$ cat config.mk
export PLATFORM = sky130hd
export DESIGN_NAME = ars_sequencer
export DESIGN_NICKNAME = d
export VERILOG_FILES = /design/src/ars_pkg.sv /design/src/ars_sequencer.sv
export SDC_FILE = /design/constraint.sdc
export NUM_CORES = 1
export LEC_CHECK = 0
export BUFFER_PORTS_ARGS = -buffer_cell sky130_fd_sc_hd__buf_2
export CORE_ASPECT_RATIO = 0.6
export CORE_MARGIN = 8
export CORE_UTILIZATION = 39
export DETAILED_ROUTE_END_ITERATION = 10
export SYNTH_ARGS = -nofsm -noshare
export SYNTH_HDL_FRONTEND = slang
export SYNTH_SLANG_ARGS = --single-unit
$ cat constraint.sdc
create_clock -name core_clk -period 2 [get_ports core_clk]
set_input_delay 0 -clock core_clk [delete_from_list [all_inputs] [get_ports core_clk]]
set_output_delay 0 -clock core_clk [all_outputs]
set_load 0.02 [all_outputs]
$ cat src/ars_pkg.sv
// Constants and carrier types for the converter input/reference sequencer
package ars_pkg;

    localparam logic [1:0] ARS_REF_EXT = 2'h0;
    localparam logic [1:0] ARS_REF_VDD = 2'h1;
    localparam logic [1:0] ARS_REF_SENSOR = 2'h2;
    localparam logic [1:0] ARS_REF_VDD_ALT = 2'h3;

    localparam logic [2:0] ARS_INS_EXT = 3'h0;
    localparam logic [2:0] ARS_INS_BANDGAP = 3'h1;
    localparam logic [2:0] ARS_INS_SENSOR = 3'h2;
    localparam logic [2:0] ARS_INS_GND_A = 3'h3;
    localparam logic [2:0] ARS_INS_GND_B = 3'h4;
    localparam logic [2:0] ARS_INS_FORBIDDEN = 3'h7;

    localparam logic [1:0] ARS_MODE_FAST = 2'h0;
    localparam logic [1:0] ARS_MODE_LOW_CURRENT = 2'h3;

    localparam int ARS_NUM_PINS = 8;

    // Sampling / conversion lengths in converter clock periods
    localparam logic [5:0] ARS_SMP_12 = 6'h04;
    localparam logic [5:0] ARS_SMP_12_SENSOR = 6'h2E;
    localparam logic [5:0] ARS_SMP_10_LOW = 6'h02;
    localparam logic [5:0] ARS_SMP_10 = 6'h03;
    localparam logic [5:0] ARS_CNV_12 = 6'h0C;
    localparam logic [5:0] ARS_CNV_10 = 6'h0A;

    localparam logic [11:0] ARS_FULL_12 = 12'hFFF;
    localparam logic [11:0] ARS_FULL_10 = 12'h3FF;

    localparam logic [2:0] ARS_DIV_RESET = 3'h0;
    localparam logic [2:0] ARS_INS_RESET = 3'h0;

    typedef enum logic [1:0] {
        ARS_SRC_NONE,
        ARS_SRC_PIN,
        ARS_SRC_BANDGAP,
        ARS_SRC_SENSOR
    } ars_src_kind_t;

    typedef struct packed {
        logic ref_ext;
        logic ref_vdd;
        logic ref_sensor;
    } ars_ref_route_t;

    typedef struct packed {
        logic [ARS_NUM_PINS-1:0] pin_connect;
        logic bandgap;
        logic sensor;
        logic ground;
    } ars_in_route_t;

    typedef struct packed {
        logic [7:0] high_byte;
        logic [7:0] low_byte;
    } ars_result_t;

endpackage

$ cat src/ars_sequencer.sv
// Converter reference/input routing and conversion sequencer
`timescale 1ns/1ps
`default_nettype none

module ars_sequencer
    import ars_pkg::*;
#(
    parameter int NUM_PINS = ARS_NUM_PINS
)
(
    input wire logic core_clk,
    input wire logic arst_n,
    input wire logic converter_power_enable,
    input wire logic start_bit,
    input wire logic result_format_select,
    input wire logic resolution_select,
    input wire logic [1:0] conversion_mode_select,
    input wire logic [1:0] reference_source_select,
    input wire logic temp_sensor_enable,
    input wire logic [2:0] converter_clock_divider,
    input wire logic [3:0] external_channel_select,
    input wire logic [2:0] internal_input_select,
    input wire logic internal_input_write,
    input wire logic [NUM_PINS-1:0] pin_function_select,
    input wire logic global_interrupt_enable,
    input wire logic converter_interrupt_enable,
    input wire logic converter_interrupt_flag_clear,
    input wire logic comparator_out,
    output logic conversion_busy_flag,
    output logic converter_interrupt_flag,
    output logic converter_irq,
    output logic [7:0] result_high_byte,
    output logic [7:0] result_low_byte,
    output logic analog_power_on,
    output logic analog_sample,
    output logic [11:0] sar_trial,
    output logic [2:0] internal_input_state,
    output ars_ref_route_t ref_route,
    output ars_in_route_t in_route,
    output logic [NUM_PINS-1:0] pin_digital_disable,
    output logic [NUM_PINS-1:0] pin_pullhigh_disable,
    output logic [NUM_PINS-1:0] pin_direction_override
);

    ////////////////////////////////////////////////////////////////////////
    // Converter clock enable: core_clk divided by 2^divider

    logic [6:0] div_cnt;
    logic adck_en;

    always_ff @(posedge core_clk or negedge arst_n)
    begin
        if (!arst_n)
        begin
            div_cnt <= 7'h00;
            adck_en <= 1'b0;
        end
        else
        begin
            if (div_cnt >= ((7'h01 << converter_clock_divider) - 7'h01))
            begin
                div_cnt <= 7'h00;
                adck_en <= 1'b1;
            end
            else
            begin
                div_cnt <= div_cnt + 7'h01;
                adck_en <= 1'b0;
            end
        end
    end

    ////////////////////////////////////////////////////////////////////////
    // Internal input selector register

    always_ff @(posedge core_clk or negedge arst_n)
    begin
        if (!arst_n)
            internal_input_state <= ARS_INS_RESET;
        else if (internal_input_write &&
                 internal_input_select != ARS_INS_FORBIDDEN)
            internal_input_state <= internal_input_select;
    end

    ////////////////////////////////////////////////////////////////////////
    // Analog routing, registered so outputs come from flops

    function automatic logic ins_is_external(input logic [2:0] code);
        return code == ARS_INS_EXT || code == 3'h5 || code == 3'h6;
    endfunction

    always_ff @(posedge core_clk or negedge arst_n)
    begin
        if (!arst_n)
        begin
            ref_route <= '0;
            in_route <= '0;
        end
        else
        begin
            // Everything open while powered down
            ref_route.ref_ext <= converter_power_enable &&
                reference_source_select == ARS_REF_EXT;
            ref_route.ref_vdd <= converter_power_enable &&
                (reference_source_select == ARS_REF_VDD ||
                 reference_source_select == ARS_REF_VDD_ALT);
            ref_route.ref_sensor <= converter_power_enable &&
                reference_source_select == ARS_REF_SENSOR;
            in_route.pin_connect <= '0;
            if (converter_power_enable &&
                ins_is_external(internal_input_state) &&
                !external_channel_select[3])
                in_route.pin_connect[external_channel_select[2:0]] <= 1'b1;
            in_route.bandgap <= converter_power_enable &&
                internal_input_state == ARS_INS_BANDGAP;
            in_route.sensor <= converter_power_enable &&
                internal_input_state == ARS_INS_SENSOR;
            in_route.ground <= converter_power_enable &&
                (internal_input_state == ARS_INS_GND_A ||
                 internal_input_state == ARS_INS_GND_B);
        end
    end

    always_ff @(posedge core_clk or negedge arst_n)
    begin
        if (!arst_n)
        begin
            pin_digital_disable <= '0;
            pin_pullhigh_disable <= '0;
            pin_direction_override <= '0;
        end
        else
        begin
            pin_digital_disable <= pin_function_select;
            pin_pullhigh_disable <= pin_function_select;
            pin_direction_override <= pin_function_select;
        end
    end

    ////////////////////////////////////////////////////////////////////////
    // Start pulse: armed on rising edge, fires on following falling edge

    logic start_d;
    logic start_armed;
    logic start_go;

    always_ff @(posedge core_clk or negedge arst_n)
    begin
        if (!arst_n)
        begin
            start_d <= 1'b0;
            start_armed <= 1'b0;
        end
        else
        begin
            start_d <= start_bit;
            if (start_bit && !start_d)
                start_armed <= 1'b1;
            else if (start_go)
                start_armed <= 1'b0;
        end
    end

    assign start_go = start_armed && !start_bit && start_d &&
        converter_power_enable;

    ////////////////////////////////////////////////////////////////////////
    // Sequencer

    typedef enum logic [1:0] {
        ARS_IDLE,
        ARS_SAMPLE,
        ARS_CONVERT
    } ars_state_t;

    ars_state_t state;
    logic [5:0] phase_cnt;
    logic [3:0] bit_idx;
    logic res10;
    logic [5:0] next_smp_len;
    logic done;

    always_comb
    begin
        if (resolution_select)
            next_smp_len = (conversion_mode_select == ARS_MODE_LOW_CURRENT)
                ? ARS_SMP_10_LOW : ARS_SMP_10;
        else if (internal_input_state == ARS_INS_SENSOR)
            next_smp_len = ARS_SMP_12_SENSOR;
        else
            next_smp_len = ARS_SMP_12;
    end

    assign done = state == ARS_CONVERT && adck_en && phase_cnt == 6'h01;

    // Hardware-only sequencing; no processor stall
    // sar_trial is the working word itself (decided bits plus the bit
    // under test), so the comparator never sees a stale trial
    always_ff @(posedge core_clk or negedge arst_n)
    begin
        if (!arst_n)
        begin
            state <= ARS_IDLE;
            phase_cnt <= 6'h00;
            bit_idx <= 4'h0;
            res10 <= 1'b0;
            sar_trial <= 12'h000;
        end
        else if (!converter_power_enable)
        begin
            state <= ARS_IDLE;
            phase_cnt <= 6'h00;
            sar_trial <= 12'h000;
        end
        else
        begin
            case (state)
                ARS_IDLE:
                    if (start_go)
                    begin
                        state <= ARS_SAMPLE;
                        phase_cnt <= next_smp_len;
                        res10 <= resolution_select;
                        sar_trial <= 12'h000;
                    end
                ARS_SAMPLE:
                    if (adck_en)
                    begin
                        if (phase_cnt == 6'h01)
                        begin
                            state <= ARS_CONVERT;
                            phase_cnt <= res10 ? ARS_CNV_10 : ARS_CNV_12;
                            bit_idx <= res10 ? 4'h9 : 4'hB;
                            // First trial: top bit of the active resolution
                            sar_trial <= res10 ? 12'h200 : 12'h800;
                        end
                        else
                            phase_cnt <= phase_cnt - 6'h01;
                    end
                ARS_CONVERT:
                    if (adck_en)
                    begin
                        // One bit decided per converter clock, MSB first
                        if (phase_cnt == 6'h01)
                        begin
                            state <= ARS_IDLE;
                            sar_trial <= 12'h000;
                        end
                        else
                        begin
                            sar_trial[bit_idx] <= comparator_out;
                            sar_trial[bit_idx - 4'h1] <= 1'b1;
                            bit_idx <= bit_idx - 4'h1;
                            phase_cnt <= phase_cnt - 6'h01;
                        end
                    end
                default:
                    state <= ARS_IDLE;
            endcase
        end
    end

    // Sampling and power indicators for the analog side
    always_ff @(posedge core_clk or negedge arst_n)
    begin
        if (!arst_n)
        begin
            analog_sample <= 1'b0;
            analog_power_on <= 1'b0;
        end
        else
        begin
            analog_sample <= state == ARS_SAMPLE;
            analog_power_on <= converter_power_enable;
        end
    end

    ////////////////////////////////////////////////////////////////////////
    // Busy, results, completion flag

    logic [11:0] final_code;

    always_comb
    begin
        final_code = sar_trial;
        final_code[bit_idx] = comparator_out;
        // Mask to the bit width of the active resolution
        final_code = final_code & (res10 ? ARS_FULL_10 : ARS_FULL_12);
    end

    always_ff @(posedge core_clk or negedge arst_n)
    begin
        if (!arst_n)
            conversion_busy_flag <= 1'b0;
        else if (start_go && state == ARS_IDLE)
            conversion_busy_flag <= 1'b1;
        else if (done || !converter_power_enable)
            conversion_busy_flag <= 1'b0;
    end

    always_ff @(posedge core_clk or negedge arst_n)
    begin
        if (!arst_n)
        begin
            result_high_byte <= 8'h00;
            result_low_byte <= 8'h00;
        end
        else if (done)
        begin
            if (result_format_select)
            begin
                // Right aligned
                result_high_byte <= {4'h0, final_code[11:8]};
                result_low_byte <= final_code[7:0];
            end
            else if (res10)
            begin
                // Left aligned 10-bit
                result_high_byte <= final_code[9:2];
                result_low_byte <= {final_code[1:0], 6'h00};
            end
            else
            begin
                result_high_byte <= final_code[11:4];
                result_low_byte <= {final_code[3:0], 4'h0};
            end
        end
    end

    // Set wins over a clear in the same cycle
    always_ff @(posedge core_clk or negedge arst_n)
    begin
        if (!arst_n)
            converter_interrupt_flag <= 1'b0;
        else if (done)
            converter_interrupt_flag <= 1'b1;
        else if (converter_interrupt_flag_clear)
            converter_interrupt_flag <= 1'b0;
    end

    always_ff @(posedge core_clk or negedge arst_n)
    begin
        if (!arst_n)
            converter_irq <= 1'b0;
        else
            converter_irq <= done && global_interrupt_enable &&
                converter_interrupt_enable;
    end

    ////////////////////////////////////////////////////////////////////////
    // Assertions

    a_forbidden_refused: assert property (@(posedge core_clk)
        disable iff (!arst_n)
        (internal_input_write && internal_input_select == ARS_INS_FORBIDDEN)
        |=> $stable(internal_input_state))
        else $error("Forbidden input code was taken");

    a_busy_on_start: assert property (@(posedge core_clk)
        disable iff (!arst_n)
        (start_go && state == ARS_IDLE) |=> conversion_busy_flag)
        else $error("Busy did not rise on start");

    a_result_held: assert property (@(posedge core_clk)
        disable iff (!arst_n)
        !done |=> $stable(result_high_byte) && $stable(result_low_byte))
        else $error("Result changed without completion");

    a_flag_on_done: assert property (@(posedge core_clk)
        disable iff (!arst_n)
        done |=> converter_interrupt_flag && !conversion_busy_flag)
        else $error("Completion did not set flag and drop busy");

    a_sample_to_conv: assert property (@(posedge core_clk)
        disable iff (!arst_n || !converter_power_enable)
        (state == ARS_SAMPLE && adck_en && phase_cnt == 6'h01)
        |=> state == ARS_CONVERT &&
            phase_cnt == (res10 ? ARS_CNV_10 : ARS_CNV_12))
        else $error("Conversion length wrong");

    a_smp_10_low: assert property (@(posedge core_clk)
        disable iff (!arst_n || !converter_power_enable)
        (state == ARS_IDLE && start_go && resolution_select &&
         conversion_mode_select == ARS_MODE_LOW_CURRENT)
        |=> phase_cnt == 6'h02)
        else $error("Low current sample length wrong");

    a_smp_sensor: assert property (@(posedge core_clk)
        disable iff (!arst_n || !converter_power_enable)
        (state == ARS_IDLE && start_go && !resolution_select &&
         internal_input_state == ARS_INS_SENSOR)
        |=> phase_cnt == 6'h2E)
        else $error("Sensor sample length wrong");

    a_ref_exclusive: assert property (@(posedge core_clk)
        disable iff (!arst_n)
        $onehot0(ref_route))
        else $error("Two references routed at once");

    a_power_off_idle: assert property (@(posedge core_clk)
        disable iff (!arst_n)
        !converter_power_enable |=> state == ARS_IDLE &&
            !conversion_busy_flag)
        else $error("Converter active while powered off");

endmodule

`default_nettype wire

==> impl_metrics.ini, run 1 <==
[setup_path]
critPathRequiredTime_ps = 2230
reg2reg_from = state[0]
arrival_ps = 2330
endpoint_kind = flip-flop
rrSetupSlack_ps = -110
startpoint = state[0]
crit_fanout = 6
r2r_cells = 9
timing.rr.end = sar_trial[2]
cp-start-kind = flip-flop
path_class = reg -> reg

[floorplan]
rows = 30
initial_core_util_pct = 39.5
design.core.area_um2 = 11200
die_width_um = 153
ios = 108
die_area_um2 = 15100
die_y_um = 98.4

[clock_tree]
cts-buffers-inserted = 9
clock_sinks = 81
cts_tree = yes
clkTransAtPathRegs_ps = 60
clk_latency_ps = 340
h-tree-depth = 3
cts_root_buf = clkbuf_16
cts_buffer_depth = 2

[sta]
fin_skew_ps = 7.37
period_needed_ps = 2110
setup-violations-final = 11
worst_pin_slew_ps = 499
hold_viol_final = 0
final.period_utilization_pct = 105
rsz0062_at_grt = yes
final_max_slew_viol_count = 0
setup_slack_ps = -110
relSlewSlack_pct = 66.7
fmax_ghz = 0.474

[logic_synthesis]
synth-seq-cells = 81
synth-seq-area-share_pct = 45.9
ys.flop_type = dfrtp_1
synth_area_leaders = dfrtp_1, ha_1, nand2_1
synth_top_area_share_pct = 45.9
async_reset_ff_share_pct = 100
avgSynthCellArea_um2 = 9.24
synth_cells = 478
ys_types = 55
synth-edff-count = 0
yosys_warnings = 0
synthesis.nets = 531
syn_area_um2 = 4420
yosysTopAreaCell = dfrtp_1

[placed_design]
finalWeightedCongestion = 0.875
dp_hpwl_um = 9310
portBuffers = 106
place_area_um2 = 5270
dpl.cell_count = 736

[grt]
grt_max_degree = 39
grt_overflow_total = 0
grt_pass1_wl_um = 21100
first_global_vias = 4106
antenna_found_initial = 0
grtUsageTotal_pct = 17.0

[finish]
ff_latch_area_um2 = 2030
drive_gt1_share_pct = 33.2
fin_area_um2 = 5970
layout_commonest_cell = buf_2
diodes = 0
final_cells = 782
mostFrequentLayoutCells = buf_2, dfrtp_1, nand2_1
nets = 686
area_growth_pct = 35.2
multi_input_area_um2 = 2230
fill_cells = 1050

[route]
ant_nets = 0
drt-total-wl_um = 13000
drc_errors = 0
drtIter0Drc = 351
dr.pass1.iters = 5
post_drt_wl_per_cell_um = 16.6
vias = 4106
via_per_inst = 5.25

[hold_path]
min_to = in_route[10]
holdCritStartpoint = external_channel_select[3]
hp-class = in -> reg
hold_depth = 4

[status]
status = finished, violations left
violations = setup timing

[pwr]
vdd_ir_drop_max_uv = 634
power_density_nw_per_um2 = 1150
leakage_nw = 2.87

[job]
maxCapViolations = 0
[critical path, cell delays in order, from the launching register on]
cell and delay [ps]:
dfrtp_1 380, inv_2 80, ha_2 190, or3b_4 420
a32oi_4 210, buf_4 170, o21ai_2 90, clkdlybuf4s15_2 300
nand2_1 110, o21ai_2 50
[area by class of cell]
type | instances | area share (%)
multi-input cells | 342 | 37.4
clock buffers | 10 | 4.00
well taps | 144 | 3.02
inverters | 20 | 1.26
flip-flops and latches | 81 | 33.9
repair buffers | 179 | 19.2
clock inverters | 6 | 1.26
[sequential cells by signal, indices dropped and copies added, names as in the netlist]
signal	count
adck_en	1
analog_power_on	1
analog_sample	1
bit_idx	4
conversion_busy_flag	1
converter_interrupt_flag	1
converter_irq	1
div_cnt	7
in_route	11
internal_input_state	3
phase_cnt	6
pin_direction_override	8
ref_route	3
res10	1
result_high_byte	8
result_low_byte	8
sar_trial	12
start_armed	1
start_d	1
state	2
[kinds of logic (layout without fill, tap and decap cells)]
group           Yosys count  after routing  share of synthesized area, %
fa+ha+maj                19             19                          5.38
flops                    81             81                          45.9
compound gates          117            117                          16.1
xor+xnor                 11             11                          2.18
simple gates            177            178                          20.2
mux                      17             17                          3.96
buf+inv                  56            215                          6.37
[repair_timing]
action / in CTS / in global routing
setup buffers: 2 / 2
cloned: 1 / 1
setup endpoints to repair: 14 / 29
endpoints found under the hold margin: 63 / 0
pin swaps: 5 / 4
gates resized for setup: 6 / 19
hold buffers: 24 / 0
[metrics by stage]
step	setup TNS [ps]	worst slack, ps	utilization (%)	power [mW]	hold WS [ps]
6_report	-931	-110	53.4	6.87	30.5
5_1_grt	-2070	-202	53.4	7.33	49.2
3_3_place_gp	-3.64	-3.64	47.1	4.78	-5.10
2_1_floorplan	0	17.1	-	3.87	-296
3_5_place_dp	-869	-72.3	47.1	4.84	-0.0133
4_1_cts	-584	-77.0	52.4	6.70	19.6
[cell usage after synthesis, drive strengths merged (10+ instances only)]
| cell | count |
|---|---|
| nor3 | 10 |
| clkbuf | 16 |
| a21oi | 38 |
| buf | 20 |
| nand2 | 56 |
| o21ai | 41 |
| nor2 | 41 |
| nand3 | 15 |
| dfrtp | 81 |
| nand3b | 10 |
| mux2i | 13 |
| ha | 19 |
| inv | 20 |
[where the power goes]
| part | internal, mW | switching [mW] | total, mW |
|---|---|---|---|
| combinational | 1.28 | 1.66 | 2.93 |
| sequential | 1.94 | 0.262 | 2.20 |
| clock | 1.02 | 0.718 | 1.74 |
[how the worst max path moves through the flow]
stage,end,cells past startpoint
3_3_place_gp,sar_trial[9],6
5_1_grt,sar_trial[2],9
3_5_place_dp,div_cnt[2],12
4_1_cts,sar_trial[9],7
2_1_floorplan,sar_trial[2],8
6_report,sar_trial[2],9
[layer usage]
metal  GRT usage (%)  routed length, um  vias up
li1                -                  -     1967
met3            5.68                917       16
met5               0                  0        -
met4            2.77                 83        0
met1            22.7               6120     1962
met2            26.7               5850      161
Note: power is estimated with default switching activity, not from simulation.
==> run 2, diff against run 1 <==
--- a/config.mk
+++ b/config.mk
@@ -9,6 +9,7 @@
 export CORE_ASPECT_RATIO = 0.6
 export CORE_MARGIN = 8
 export CORE_UTILIZATION = 39
+export CTS_BUF_LIST = sky130_fd_sc_hd__clkbuf_2 sky130_fd_sc_hd__clkbuf_4 sky130_fd_sc_hd__clkbuf_8
 export DETAILED_ROUTE_END_ITERATION = 10
 export SYNTH_ARGS = -nofsm -noshare
 export SYNTH_HDL_FRONTEND = slang
==> impl_metrics.ini, run 2 (synthesis gave the netlist of run 1 again) <==
[sta]
fmax_ghz = 0.484
setup-violations-final = 11
rsz0062_at_grt = yes
hold_viol_final = 0
hold_ws_ps = 14.1
setup_slack_ps = -67.4
relSlewSlack_pct = 66.7
final_max_slew_viol_count = 0
worst_pin_slew_ps = 500
period_needed_ps = 2070
fin_skew_ps = 11.7
final.period_utilization_pct = 103

[grt]
grt_max_degree = 39
grt_pass1_wl_um = 21100
grtUsageTotal_pct = 16.9
antenna_found_initial = 0
use_met3_pct = 5.29
top_usage_layer = met2
grt_use_met2_pct = 26.4
grt_overflow_total = 0
use_met1_pct = 22.9
first_global_vias = 4127

[hold_path]
hp-class = in -> reg
holdCritStartpoint = resolution_select

[floorplan]
design.core.area_um2 = 11200
die_y_um = 98.4
initial_core_util_pct = 39.5
rows = 30
die_area_um2 = 15100
die_width_um = 153
ios = 108

[route]
via_per_inst = 5.22
drc_errors = 0
drtIter0Drc = 381
post_drt_wl_per_cell_um = 16.3
dr.pass1.iters = 6
vias = 4090
drt-total-wl_um = 12800
ant_nets = 0

[clock_tree]
cts-buffers-inserted = 9
clk_latency_ps = 360
cts_tree = yes
clock_sinks = 81
cts_root_buf = clkbuf_8
cts_buffer_depth = 2
clkTransAtPathRegs_ps = 100
h-tree-depth = 3

[pwr]
power_density_nw_per_um2 = 1090
total_power_mw = 6.41
vdd_ir_drop_max_uv = 533
leakage_nw = 2.84

[placed_design]
dpl.cell_count = 736
portBuffers = 106
dp_hpwl_um = 9310
finalWeightedCongestion = 0.875

[status]
status = finished, violations left
violations = setup timing

[finish]
fin_util_pct = 52.7
layout_commonest_cell = buf_2
drive_gt1_share_pct = 33.1
final_cells = 784
regMostFlops = sar_trial
mostFrequentLayoutCells = buf_2, dfrtp_1, nand2_1
largest_register_ff_count = 12
diodes = 0
nets = 688
top_regs = sar_trial (12), in_route (11)
area_growth_pct = 33.4

[setup_path]
endpoint_kind = flip-flop
cp-start-kind = flip-flop
reg2reg_from = state[0]
cp_slowest_cell = or3b_4
crit_fanout = 6
critPathRequiredTime_ps = 2250
path_cells = inv_2, ha_2, or3b_4, a32oi_4, buf_4, o21ai_2, clkdlybuf4s15_2, nand2_1, o21ai_2
path_class = reg -> reg
arrival_ps = 2320
startpoint = state[0]
rrSetupSlack_ps = -70
slowest_delay_ps = 410
crit_top_cell = o21ai_2

[job]
maxCapViolations = 0
[run 2: changes by cell type in the layout (fill, tap and decap cells not counted)]
cell           previous run  this run
clkbuf_16                 9         0
clkbuf_8                  1        10
dlygate4sd3_1            24        26
[run 2: through the flow]
stage                     setup WS [ps]  TNS (ps)  area (um2)
after floorplan                    17.1         0        4440
after global placement            -3.64     -3.64        5270
after detailed placement          -72.3      -869        5270
after CTS                         -83.7      -621        5780
after global routing               -178     -1840        5890
final                             -67.4      -543        5890
[run 2: final timing paths]
path,end,cells after the start
setup / recovery,sar_trial[2],9
min in group asynchronous,sar_trial[3],2
max in group asynchronous,result_high_byte[1],3
hold reg to reg,div_cnt[0],1
hold / removal,phase_cnt[1],3
setup reg to reg,sar_trial[2],9
[run 2: critical path, delay by kind of cell (launching register included)]
kind | cells | cell delay (ps)
flip-flops | 1 | 380
adder cells (fa/ha/maj) | 1 | 190
AND/OR/NAND/NOR | 2 | 510
buffers and inverters | 3 | 530
AO/OA/AOI/OAI | 3 | 340
[run 2: power by group]
part | internal (mW) | switching, mW | total [mW]
Combinational | 1.28 | 1.64 | 2.92
Sequential | 1.93 | 0.263 | 2.20
Clock | 0.629 | 0.668 | 1.30
Total | 3.84 | 2.57 | 6.41
[run 2: cell type report]
class	instances	area, um2
Tap cell	144	180
Multi-Input combinational cell	342	2230
Timing Repair Buffer	181	1160
Sequential cell	81	2030
Inverter	20	75.1
Clock inverter	6	75.1
Clock buffer	10	138
Fill cell	1064	5290
[run 2: per-layer routing]
layer / vias to the layer above / share of wire [%]
met5: - / 0
met4: 0 / 0.40
met3: 6 / 7.3
met2: 150 / 44
met1: 1964 / 48
li1: 1970 / -
[run 2: timing repair]
action,CTS,global route
hold buffers,26,0
endpoints found under the hold margin,66,0
pin swaps,5,4
cloned,1,1
setup endpoints to repair,14,30
buffers inserted,2,2
gates resized for setup,6,19
